## src/tcc_pkg.sv

```systemverilog
package tcc_pkg;
	// axi4-lite register map, one aligned word each, data in bits 7:0
	localparam int AXI_AW = 8;
	localparam logic [7:0] OFS_CTRL_A = 8'h00;
	localparam logic [7:0] OFS_CTRL_B = 8'h04;
	localparam logic [7:0] OFS_COUNT = 8'h08;
	localparam logic [7:0] OFS_CMP_A = 8'h0C;
	localparam logic [7:0] OFS_CMP_B = 8'h10;
	localparam logic [7:0] OFS_MASK = 8'h14;
	localparam logic [7:0] OFS_FLAG = 8'h18;
	localparam logic [7:0] REG_RST = 8'h00;

	// timer_control_a fields
	localparam int CTA_COMA_LSB = 6;
	localparam int CTA_COMB_LSB = 4;
	localparam int CTA_WGM_LSB = 0;
	// timer_control_b fields
	localparam int CTB_FOCA = 7;
	localparam int CTB_FOCB = 6;
	localparam int CTB_WGM2 = 3;
	localparam int CTB_CS_LSB = 0;
	// flag and mask bit positions
	localparam int FLG_OVF = 0;
	localparam int FLG_CMPA = 1;
	localparam int FLG_CMPB = 2;

	localparam logic [7:0] CNT_BOTTOM = 8'h00;
	localparam logic [7:0] CNT_MAX = 8'hFF;

	// waveform modes; 4 and 6 are reserved and run as normal
	localparam logic [2:0] WGM_NORMAL = 3'h0;
	localparam logic [2:0] WGM_PC_MAX = 3'h1;
	localparam logic [2:0] WGM_CTC = 3'h2;
	localparam logic [2:0] WGM_FAST_MAX = 3'h3;
	localparam logic [2:0] WGM_PC_CMPA = 3'h5;
	localparam logic [2:0] WGM_FAST_CMPA = 3'h7;

	// clock select codes
	localparam logic [2:0] CS_STOP = 3'h0;
	localparam logic [2:0] CS_DIV1 = 3'h1;
	localparam logic [2:0] CS_DIV8 = 3'h2;
	localparam logic [2:0] CS_DIV64 = 3'h3;
	localparam logic [2:0] CS_DIV256 = 3'h4;
	localparam logic [2:0] CS_DIV1024 = 3'h5;
	localparam logic [2:0] CS_EXT_FALL = 3'h6;
	localparam logic [2:0] CS_EXT_RISE = 3'h7;
	localparam logic [9:0] PRE_MASK8 = 10'h007;
	localparam logic [9:0] PRE_MASK64 = 10'h03F;
	localparam logic [9:0] PRE_MASK256 = 10'h0FF;
	localparam logic [9:0] PRE_MASK1024 = 10'h3FF;

	// compare output mode actions
	localparam logic [1:0] COM_OFF = 2'h0;
	localparam logic [1:0] COM_TOGGLE = 2'h1;
	localparam logic [1:0] COM_CLEAR = 2'h2;
	localparam logic [1:0] COM_SET = 2'h3;

	localparam logic [1:0] RESP_OKAY = 2'h0;
	localparam logic [1:0] RESP_SLVERR = 2'h2;
endpackage

```

## src/tcc_top.sv

```systemverilog
`timescale 1ns/100ps
module tcc_top (
	input wire logic sys_clk_i,
	input wire logic sys_rst_i,
	input wire logic [7:0] s_axi_awaddr_i,
	input wire logic s_axi_awvalid_i,
	output logic s_axi_awready_o,
	input wire logic [31:0] s_axi_wdata_i,
	input wire logic [3:0] s_axi_wstrb_i,
	input wire logic s_axi_wvalid_i,
	output logic s_axi_wready_o,
	output logic [1:0] s_axi_bresp_o,
	output logic s_axi_bvalid_o,
	input wire logic s_axi_bready_i,
	input wire logic [7:0] s_axi_araddr_i,
	input wire logic s_axi_arvalid_i,
	output logic s_axi_arready_o,
	output logic [31:0] s_axi_rdata_o,
	output logic [1:0] s_axi_rresp_o,
	output logic s_axi_rvalid_o,
	input wire logic s_axi_rready_i,
	input wire logic external_count_pin_i,
	input wire logic irq_ack_ovf_i,
	input wire logic irq_ack_cmpa_i,
	input wire logic irq_ack_cmpb_i,
	output logic irq_ovf_o,
	output logic irq_cmpa_o,
	output logic irq_cmpb_o,
	output logic compare_output_a_o,
	output logic compare_output_b_o,
	output logic compare_output_a_en_o,
	output logic compare_output_b_en_o
);

	////////////////////////////////////////////////////////////////////////////
	// state
	logic [7:0] timer_control_a;
	logic [7:0] timer_control_b;
	logic [7:0] count_value;
	logic [7:0] compare_value_a;
	logic [7:0] compare_value_b;
	logic [7:0] cmp_buf_a;
	logic [7:0] cmp_buf_b;
	logic [2:0] timer_mask_reg;
	logic [2:0] timer_flag_reg;
	logic count_down;
	logic match_block;
	logic oc_a;
	logic oc_b;
	logic [9:0] prescale;
	logic ext_prev;
	logic aw_held;
	logic w_held;
	logic [7:0] aw_addr;
	logic [31:0] w_data;
	logic [3:0] w_strb;

	////////////////////////////////////////////////////////////////////////////
	// register bus decode
	wire wr_en = aw_held & w_held & ~s_axi_bvalid_o;
	wire wr_low = wr_en & w_strb[0];
	wire [7:0] wr_byte = w_data[7:0];
	wire wr_hit_cta = aw_addr == tcc_pkg::OFS_CTRL_A;
	wire wr_hit_ctb = aw_addr == tcc_pkg::OFS_CTRL_B;
	wire wr_hit_cnt = aw_addr == tcc_pkg::OFS_COUNT;
	wire wr_hit_ca = aw_addr == tcc_pkg::OFS_CMP_A;
	wire wr_hit_cb = aw_addr == tcc_pkg::OFS_CMP_B;
	wire wr_hit_msk = aw_addr == tcc_pkg::OFS_MASK;
	wire wr_hit_flg = aw_addr == tcc_pkg::OFS_FLAG;
	wire wr_mapped = wr_hit_cta | wr_hit_ctb | wr_hit_cnt | wr_hit_ca | wr_hit_cb | wr_hit_msk | wr_hit_flg;
	wire cnt_wr = wr_low & wr_hit_cnt;
	wire ar_take = s_axi_arvalid_i & s_axi_arready_o;

	////////////////////////////////////////////////////////////////////////////
	// mode decode
	wire [2:0] waveform_mode = {timer_control_b[tcc_pkg::CTB_WGM2],
		timer_control_a[tcc_pkg::CTA_WGM_LSB +: 2]};
	wire [2:0] clock_select = timer_control_b[tcc_pkg::CTB_CS_LSB +: 3];
	wire [1:0] com_a = timer_control_a[tcc_pkg::CTA_COMA_LSB +: 2];
	wire [1:0] com_b = timer_control_a[tcc_pkg::CTA_COMB_LSB +: 2];
	wire mode_fast = waveform_mode == tcc_pkg::WGM_FAST_MAX || waveform_mode == tcc_pkg::WGM_FAST_CMPA;
	wire mode_phase = waveform_mode == tcc_pkg::WGM_PC_MAX || waveform_mode == tcc_pkg::WGM_PC_CMPA;
	wire mode_ctc = waveform_mode == tcc_pkg::WGM_CTC;
	wire mode_pwm = mode_fast | mode_phase;
	wire top_is_cmpa = mode_ctc || waveform_mode == tcc_pkg::WGM_PC_CMPA
		|| waveform_mode == tcc_pkg::WGM_FAST_CMPA;
	wire [7:0] top_value = top_is_cmpa ? compare_value_a : tcc_pkg::CNT_MAX;
	wire at_top = count_value == top_value;
	wire at_bottom = count_value == tcc_pkg::CNT_BOTTOM;
	wire at_max = count_value == tcc_pkg::CNT_MAX;

	////////////////////////////////////////////////////////////////////////////
	// clock select: free running prescaler or external pin edge
	wire ext_rise = ~ext_prev & external_count_pin_i;
	wire ext_fall = ext_prev & ~external_count_pin_i;
	logic timer_tick;
	always_comb begin
		unique case (clock_select)
			tcc_pkg::CS_STOP: timer_tick = 1'b0;
			tcc_pkg::CS_DIV1: timer_tick = 1'b1;
			tcc_pkg::CS_DIV8: timer_tick = (prescale & tcc_pkg::PRE_MASK8) == tcc_pkg::PRE_MASK8;
			tcc_pkg::CS_DIV64: timer_tick = (prescale & tcc_pkg::PRE_MASK64) == tcc_pkg::PRE_MASK64;
			tcc_pkg::CS_DIV256: timer_tick = (prescale & tcc_pkg::PRE_MASK256) == tcc_pkg::PRE_MASK256;
			tcc_pkg::CS_DIV1024: timer_tick = prescale == tcc_pkg::PRE_MASK1024;
			tcc_pkg::CS_EXT_FALL: timer_tick = ext_fall;
			tcc_pkg::CS_EXT_RISE: timer_tick = ext_rise;
		endcase
	end

	////////////////////////////////////////////////////////////////////////////
	// counter unit
	wire tick_run = timer_tick & ~cnt_wr;
	logic [7:0] next_count_value;
	logic next_count_down;
	always_comb begin
		next_count_value = count_value;
		next_count_down = count_down;
		if (cnt_wr) begin
			next_count_value = wr_byte;
		end else if (timer_tick) begin
			if (mode_phase) begin
				if (!count_down && at_top) begin
					next_count_down = 1'b1;
					next_count_value = count_value - 8'h01;
				end else if (count_down && at_bottom) begin
					next_count_down = 1'b0;
					next_count_value = count_value + 8'h01;
				end else if (count_down) begin
					next_count_value = count_value - 8'h01;
				end else begin
					next_count_value = count_value + 8'h01;
				end
			end else if ((mode_fast || mode_ctc) && at_top) begin
				next_count_value = tcc_pkg::CNT_BOTTOM;
			end else begin
				next_count_value = count_value + 8'h01;
			end
		end
		if (!mode_phase) begin
			next_count_down = 1'b0;
		end
	end

	// overflow position: wrap from max in normal/ctc, top in fast pwm, bottom in phase correct
	wire ovf_set = tick_run & (mode_fast ? at_top : mode_phase ? (at_bottom & count_down) : at_max);

	////////////////////////////////////////////////////////////////////////////
	// output compare units
	wire match_a = count_value == compare_value_a;
	wire match_b = count_value == compare_value_b;
	wire hit_a = tick_run & match_a & ~match_block;
	wire hit_b = tick_run & match_b & ~match_block;
	// double buffered update: bottom of fast pwm, top of phase correct
	wire buf_load = tick_run & at_top & (mode_fast | (mode_phase & ~count_down));
	wire foc_a = wr_low & wr_hit_ctb & wr_byte[tcc_pkg::CTB_FOCA] & ~mode_pwm;
	wire foc_b = wr_low & wr_hit_ctb & wr_byte[tcc_pkg::CTB_FOCB] & ~mode_pwm;
	wire fast_bottom = tick_run & mode_fast & at_top;

	// oc state update; com bits are read live so a change acts on the next event
	function automatic logic oc_step(input logic oc, input logic [1:0] com, input logic hit,
		input logic frc, input logic bot, input logic fast, input logic phase, input logic down);
		logic r;
		r = oc;
		if (fast) begin
			// bottom first so compare==top leaves a full-width pulse
			if (bot && com == tcc_pkg::COM_CLEAR) begin
				r = 1'b1;
			end else if (bot && com == tcc_pkg::COM_SET) begin
				r = 1'b0;
			end else if (hit && com == tcc_pkg::COM_CLEAR) begin
				r = 1'b0;
			end else if (hit && com == tcc_pkg::COM_SET) begin
				r = 1'b1;
			end
		end else if (phase) begin
			if (hit && com[1]) begin
				r = down ^ com[0];
			end
		end else if (hit || frc) begin
			unique case (com)
				tcc_pkg::COM_OFF: r = oc;
				tcc_pkg::COM_TOGGLE: r = ~oc;
				tcc_pkg::COM_CLEAR: r = 1'b0;
				tcc_pkg::COM_SET: r = 1'b1;
			endcase
		end
		return r;
	endfunction

	wire next_oc_a = oc_step(oc_a, com_a, hit_a, foc_a, fast_bottom, mode_fast, mode_phase, count_down);
	wire next_oc_b = oc_step(oc_b, com_b, hit_b, foc_b, fast_bottom, mode_fast, mode_phase, count_down);

	////////////////////////////////////////////////////////////////////////////
	// flags: set wins over any clear in the same cycle
	wire [2:0] flag_set = {hit_b, hit_a, ovf_set};
	wire [2:0] flag_sw_clr = (wr_low & wr_hit_flg) ? wr_byte[2:0] : 3'h0;
	wire [2:0] flag_ack = {irq_ack_cmpb_i, irq_ack_cmpa_i, irq_ack_ovf_i};
	wire [2:0] next_flag = (timer_flag_reg & ~(flag_sw_clr | flag_ack)) | flag_set;
	wire [2:0] irq_req = next_flag & timer_mask_reg;

	////////////////////////////////////////////////////////////////////////////
	// read mux; compare reads see the buffer, which a write made outside pwm also copies to active
	logic [7:0] rd_byte;
	logic rd_ok;
	always_comb begin
		rd_byte = tcc_pkg::REG_RST;
		rd_ok = 1'b1;
		unique case (s_axi_araddr_i)
			tcc_pkg::OFS_CTRL_A: rd_byte = timer_control_a;
			tcc_pkg::OFS_CTRL_B: rd_byte = {2'h0, timer_control_b[5:0]};
			tcc_pkg::OFS_COUNT: rd_byte = count_value;
			tcc_pkg::OFS_CMP_A: rd_byte = cmp_buf_a;
			tcc_pkg::OFS_CMP_B: rd_byte = cmp_buf_b;
			tcc_pkg::OFS_MASK: rd_byte = {5'h00, timer_mask_reg};
			tcc_pkg::OFS_FLAG: rd_byte = {5'h00, timer_flag_reg};
			default: rd_ok = 1'b0;
		endcase
	end

	////////////////////////////////////////////////////////////////////////////
	// axi4-lite slave handshakes
	always_ff @(posedge sys_clk_i) begin
		if (sys_rst_i) begin
			aw_held <= 1'b0;
			w_held <= 1'b0;
			aw_addr <= 8'h00;
			w_data <= 32'h0000_0000;
			w_strb <= 4'h0;
			s_axi_awready_o <= 1'b1;
			s_axi_wready_o <= 1'b1;
			s_axi_bvalid_o <= 1'b0;
			s_axi_bresp_o <= tcc_pkg::RESP_OKAY;
		end else begin
			if (s_axi_awvalid_i && s_axi_awready_o) begin
				aw_held <= 1'b1;
				aw_addr <= s_axi_awaddr_i;
				s_axi_awready_o <= 1'b0;
			end
			if (s_axi_wvalid_i && s_axi_wready_o) begin
				w_held <= 1'b1;
				w_data <= s_axi_wdata_i;
				w_strb <= s_axi_wstrb_i;
				s_axi_wready_o <= 1'b0;
			end
			if (wr_en) begin
				aw_held <= 1'b0;
				w_held <= 1'b0;
				s_axi_bvalid_o <= 1'b1;
				s_axi_bresp_o <= wr_mapped ? tcc_pkg::RESP_OKAY : tcc_pkg::RESP_SLVERR;
			end
			if (s_axi_bvalid_o && s_axi_bready_i) begin
				s_axi_bvalid_o <= 1'b0;
				s_axi_awready_o <= 1'b1;
				s_axi_wready_o <= 1'b1;
			end
		end
	end

	always_ff @(posedge sys_clk_i) begin
		if (sys_rst_i) begin
			s_axi_arready_o <= 1'b1;
			s_axi_rvalid_o <= 1'b0;
			s_axi_rdata_o <= 32'h0000_0000;
			s_axi_rresp_o <= tcc_pkg::RESP_OKAY;
		end else if (ar_take) begin
			s_axi_arready_o <= 1'b0;
			s_axi_rvalid_o <= 1'b1;
			s_axi_rdata_o <= {24'h00_0000, rd_byte};
			s_axi_rresp_o <= rd_ok ? tcc_pkg::RESP_OKAY : tcc_pkg::RESP_SLVERR;
		end else if (s_axi_rvalid_o && s_axi_rready_i) begin
			s_axi_rvalid_o <= 1'b0;
			s_axi_arready_o <= 1'b1;
		end
	end

	////////////////////////////////////////////////////////////////////////////
	// control registers; force bits are strobes and never stored
	always_ff @(posedge sys_clk_i) begin
		if (sys_rst_i) begin
			timer_control_a <= tcc_pkg::REG_RST;
			timer_control_b <= tcc_pkg::REG_RST;
			timer_mask_reg <= 3'h0;
		end else begin
			if (wr_low && wr_hit_cta) begin
				timer_control_a <= wr_byte;
			end
			if (wr_low && wr_hit_ctb) begin
				timer_control_b <= {2'h0, wr_byte[5:0]};
			end
			if (wr_low && wr_hit_msk) begin
				timer_mask_reg <= wr_byte[2:0];
			end
		end
	end

	// compare values: buffer always takes the write, active only when unbuffered
	always_ff @(posedge sys_clk_i) begin
		if (sys_rst_i) begin
			cmp_buf_a <= tcc_pkg::REG_RST;
			cmp_buf_b <= tcc_pkg::REG_RST;
			compare_value_a <= tcc_pkg::REG_RST;
			compare_value_b <= tcc_pkg::REG_RST;
		end else begin
			if (wr_low && wr_hit_ca) begin
				cmp_buf_a <= wr_byte;
			end
			if (wr_low && wr_hit_cb) begin
				cmp_buf_b <= wr_byte;
			end
			if (wr_low && wr_hit_ca && !mode_pwm) begin
				compare_value_a <= wr_byte;
			end else if (mode_pwm && buf_load) begin
				compare_value_a <= cmp_buf_a;
			end
			if (wr_low && wr_hit_cb && !mode_pwm) begin
				compare_value_b <= wr_byte;
			end else if (mode_pwm && buf_load) begin
				compare_value_b <= cmp_buf_b;
			end
		end
	end

	////////////////////////////////////////////////////////////////////////////
	// counter, blocking, prescaler, outputs
	always_ff @(posedge sys_clk_i) begin
		if (sys_rst_i) begin
			count_value <= tcc_pkg::CNT_BOTTOM;
			count_down <= 1'b0;
			match_block <= 1'b0;
			prescale <= 10'h000;
			ext_prev <= 1'b0;
		end else begin
			count_value <= next_count_value;
			count_down <= next_count_down;
			prescale <= prescale + 10'h001;
			ext_prev <= external_count_pin_i;
			// block holds until a tick consumes it, so a stopped timer still sees it
			if (cnt_wr) begin
				match_block <= 1'b1;
			end else if (timer_tick) begin
				match_block <= 1'b0;
			end
		end
	end

	// oc states are untouched by a mode write; only events move them
	always_ff @(posedge sys_clk_i) begin
		if (sys_rst_i) begin
			oc_a <= 1'b0;
			oc_b <= 1'b0;
			timer_flag_reg <= 3'h0;
			irq_ovf_o <= 1'b0;
			irq_cmpa_o <= 1'b0;
			irq_cmpb_o <= 1'b0;
			compare_output_a_o <= 1'b0;
			compare_output_b_o <= 1'b0;
			compare_output_a_en_o <= 1'b0;
			compare_output_b_en_o <= 1'b0;
		end else begin
			oc_a <= next_oc_a;
			oc_b <= next_oc_b;
			timer_flag_reg <= next_flag;
			irq_ovf_o <= irq_req[tcc_pkg::FLG_OVF];
			irq_cmpa_o <= irq_req[tcc_pkg::FLG_CMPA];
			irq_cmpb_o <= irq_req[tcc_pkg::FLG_CMPB];
			compare_output_a_o <= next_oc_a;
			compare_output_b_o <= next_oc_b;
			compare_output_a_en_o <= |com_a;
			compare_output_b_en_o <= |com_b;
		end
	end

endmodule

```

## config.mk

```make
export PLATFORM = sky130hd
export DESIGN_NAME = tcc_top
export DESIGN_NICKNAME = d
export VERILOG_FILES = /design/src/tcc_pkg.sv /design/src/tcc_top.sv
export SDC_FILE = /design/constraint.sdc
export NUM_CORES = 1
export LEC_CHECK = 0
export BUFFER_PORTS_ARGS = -buffer_cell sky130_fd_sc_hd__buf_4
export CORE_UTILIZATION = 60
export CTS_CLUSTER_DIAMETER = 150
export DETAILED_ROUTE_END_ITERATION = 7
export HOLD_SLACK_MARGIN = 0.06
export PLACE_DENSITY = 0.84
export SKIP_LAST_GASP = 1
export SYNTH_ARGS = -nofsm -noshare
export SYNTH_HDL_FRONTEND = slang
export SYNTH_SLANG_ARGS = --single-unit
export TNS_END_PERCENT = 100
```

## constraint.sdc

```tcl
create_clock -name sys_clk_i -period 3.58 [get_ports sys_clk_i]
set_input_delay 0 -clock sys_clk_i [delete_from_list [all_inputs] [get_ports sys_clk_i]]
set_output_delay 0 -clock sys_clk_i [all_outputs]
set_load 0.05 [all_outputs]
```

==> impl_metrics.tcl <==
set metrics [dict create \
    core-area_mm2 0.00973 \
    root_buffer "clkbuf_8" \
    outcome "finished with violations" \
    period_share 0.869 \
    largest_reg_flops 10 \
    synthFlopType "dfxtp_1" \
    pwr-share-seq 0.416 \
    syn_area_mm2 0.00602 \
    maxCapViolations 0 \
    grt_setup_unrepaired "false" \
    pwr-share-clk 0.489 \
    hold_path.class "in -> reg" \
    fp-row-count 36 \
    fmax_mhz 322 \
    grt_pass1_vias 5813 \
    drc 1 \
    routed_via_density 6.30 \
    grt_usage 0.380 \
    slew_headroom 0.444 \
    instances_no_fill 981 \
    synth_commonest_cells "119 x nand2_1, 114 x dfxtp_1, 64 x a21oi_1" \
    antenna_found_initial 0 \
    rr_endpoint "s_axi_rdata_o[0]$_SDFFE_PP0P_" \
    cts_sinks 114 \
    hold_viol 0 \
    crit_path_max_incr_delay_ns 0.62 \
    power_switching_uw 838 \
    io_buffers 57 \
    synth.avg_cell_area_um2 8.02 \
    ys_warn_count 0 \
    cts_inserted_buffers 17 \
    worstSetupStartpointType "register" \
    p_sw_frac 0.259 \
    ys_ff_latch 114 \
    grt_pass1_wl_um 29600 \
    worstPathArrival_ns 3.56 \
    clock_path_buffers 2 \
    synth_area_leaders "dfxtp_1 38%, nand2_1 7.4%, a21oi_1 5.3%" \
    worstPathRequired_ns 4.03 \
    r2r_cells 8 \
    avgRoutedWirePerCell_um 19.6 \
    layout_min_cycle_time_ns 3.11 \
    htreeDepth 4 \
    die_area_mm2 0.0104 \
    worst_pin_slew_ns 0.826 \
    synth.most_common_cell "nand2_1" \
    setup_ws_ns 0.470 \
    vias 6176 \
    drt-pass1-iter-count 8 \
    ys_async_sr_fraction 0 \
    worstReg2RegStart "s_axi_arready_o$_SDFFE_PP1P_" \
    timing.reg2reg.setup_slack_ns 0.47 \
    crit_start "s_axi_arready_o$_SDFFE_PP1P_" \
    gp_congestion 0.917 \
    final_net_count 903 \
    largest-register "prescale" \
    powerDensity_mw_per_mm2 436 \
    insertion_delay_ns 0.52 \
    synth_top_cell_by_area "dfxtp_1" \
    combPwrFrac 0.096 \
    holdPathStages 5 \
    internal-power_uw 2400 \
    clkTransAtPathRegs_ns 0.06 \
    cpMaxStageDelayCell "dlygate4sd3_1" \
    seq_area_frac_synth 0.379 \
    start_util 0.619 \
    drive_gt1_frac 0.140 \
    path_delay_family "buffers and inverters" \
    drv_slew 0 \
    grt_max_degree 68 \
    cp_num_buf_inv 2 \
    yosys.cell_types.count 66 \
    area_delta_synth_final_pct 23.3 \
    postCtsSetupBuffers 0 \
    gr-total-overflow 0 \
    placedCellCount 898 \
    detail-route-antenna-nets 0 \
    fp.dieH_um 102 \
    end_kind "register" \
    place_ws_ns 0.793 \
    ir_drop_mv 0.330 \
    dp_hpwl_um 11700 \
    syn_inst 751 \
    crit_chain "nand2_1 -> nor3_1 -> nand2_1 -> dlygate4sd3_1 -> a31oi_1 -> o211ai_1 -> dlygate4sd3_1 -> a21oi_1" \
    finalSetupViolations 0 \
    min_to "s_axi_rdata_o[2]$_SDFFE_PP0P_" \
    yosys.area.top_type_share 0.379 \
    path_depth 8 \
    p_leak_uw 0.00282 \
    ioPinCount 111 \
    drtIter0Drc 682 \
    fin_skew_ns 0.0108 \
    cts_tree "done" \
    antenna_cells 0 \
    synth_edf_count 0 \
    setup_tns_ns 0 \
    min_from "s_axi_araddr_i[2]" \
    drt-total-wl_um 19300 \
    die_w_um 102 \
    critical_path.max_fanout 11 \
    violations "design-rule violations" \
    critPathKind "reg -> reg" \
]
-- placed cells by master, fill, tap and decap left out, types with 4 or more instances in the layout --
cell and count:
conb_1 26, nand2b_1 11, inv_1 15, nand4_1 7, clkbuf_16 16, o211ai_1 8, nor2b_1 13, nor4_1 4
o21ai_0 25, nand2_1 119, nor2_1 51, dfxtp_1 114, and2_1 6, buf_4 66, o21ai_1 11, nand3_1 49
nor3_1 17, or3_1 4, a21oi_1 64, xnor2_1 16, clkbuf_8 5, ha_1 4, xor2_1 8, a211oi_1 13
a22oi_1 8, and3_1 8, mux2i_1 26, a31oi_1 10, mux4_2 6, dlygate4sd3_1 52, clkinvlp_4 4, nand3b_1 7
-- kinds of logic after synthesis --
kind of cell    Yosys count  share of synthesized area
xor+xnor                 24                     0.0349
mux                      32                     0.0657
other cells               1                   0.000623
compound gates          166                      0.174
fa+ha+maj                 4                    0.00831
flops                   114                      0.379
buf+inv                  93                     0.0812
simple gates            317                      0.256
-- worst max path at each step --
stage / end / slack (ns)
6_report: s_axi_rdata_o[0]$_SDFFE_PP0P_ / 0.47
5_1_grt: s_axi_rdata_o[0]$_SDFFE_PP0P_ / 0.34
4_1_cts: s_axi_rdata_o[0]$_SDFFE_PP0P_ / 0.59
3_5_place_dp: oc_a$_SDFFE_PP0P_ / 0.79
3_3_place_gp: oc_a$_SDFFE_PP0P_ / 0.83
2_1_floorplan: oc_a$_SDFFE_PP0P_ / 1.13
-- per-stage QoR --
step           power [µW]  instance area [µm²]  hold slack [ns]   util
6_report             3240                 7420            0.236  0.763
5_1_grt              3320                 7420            0.308  0.763
4_1_cts              3210                 7420            0.231  0.763
3_5_place_dp         1620                 6350            0.231  0.653
3_3_place_gp         1610                 6350            0.201  0.653
2_1_floorplan        1560                 6120            0.100      -
-- tightest hold or removal path, stage by stage --
cell	delay, ns
buf_4	0.20
mux2i_1	0.21
o211ai_1	0.10
o211ai_1	0.10
a21oi_1	0.07
-- power by group through the flow --
stage,clock network (µW),registers (µW),logic (µW)
detailed placement,0,1370,251
global route,1650,1350,328
global placement,0,1360,245
finish,1580,1350,310
floorplan,0,1360,205
CTS,1570,1340,296
-- final cells by class --
type / instances / area, µm²
tap: 133 / 166
clock inverter: 8 / 78.8
inverter: 16 / 60.1
clock buffer: 23 / 477
fill: 636 / 2300
multi-input combinational: 569 / 3340
timing repair buffer: 118 / 1020
sequential: 114 / 2280
-- layer usage --
metal  vias up  track usage  wire [µm]
met4         0        0.225       1120
met2       433        0.616       9090
li1       2754            -          -
met1      2874        0.456       7040
met5         -            0          0
met3       115       0.0985       2000
-- repair_timing --
| action | 4_1_cts | 5_1_grt |
|---|---|---|
| setup endpoints to repair | 0 | 0 |
| gates resized for setup | 0 | 0 |
| hold buffers | 52 | 0 |
| endpoints found under the hold margin | 57 | 0 |
Power figures use the tool's default switching activity.
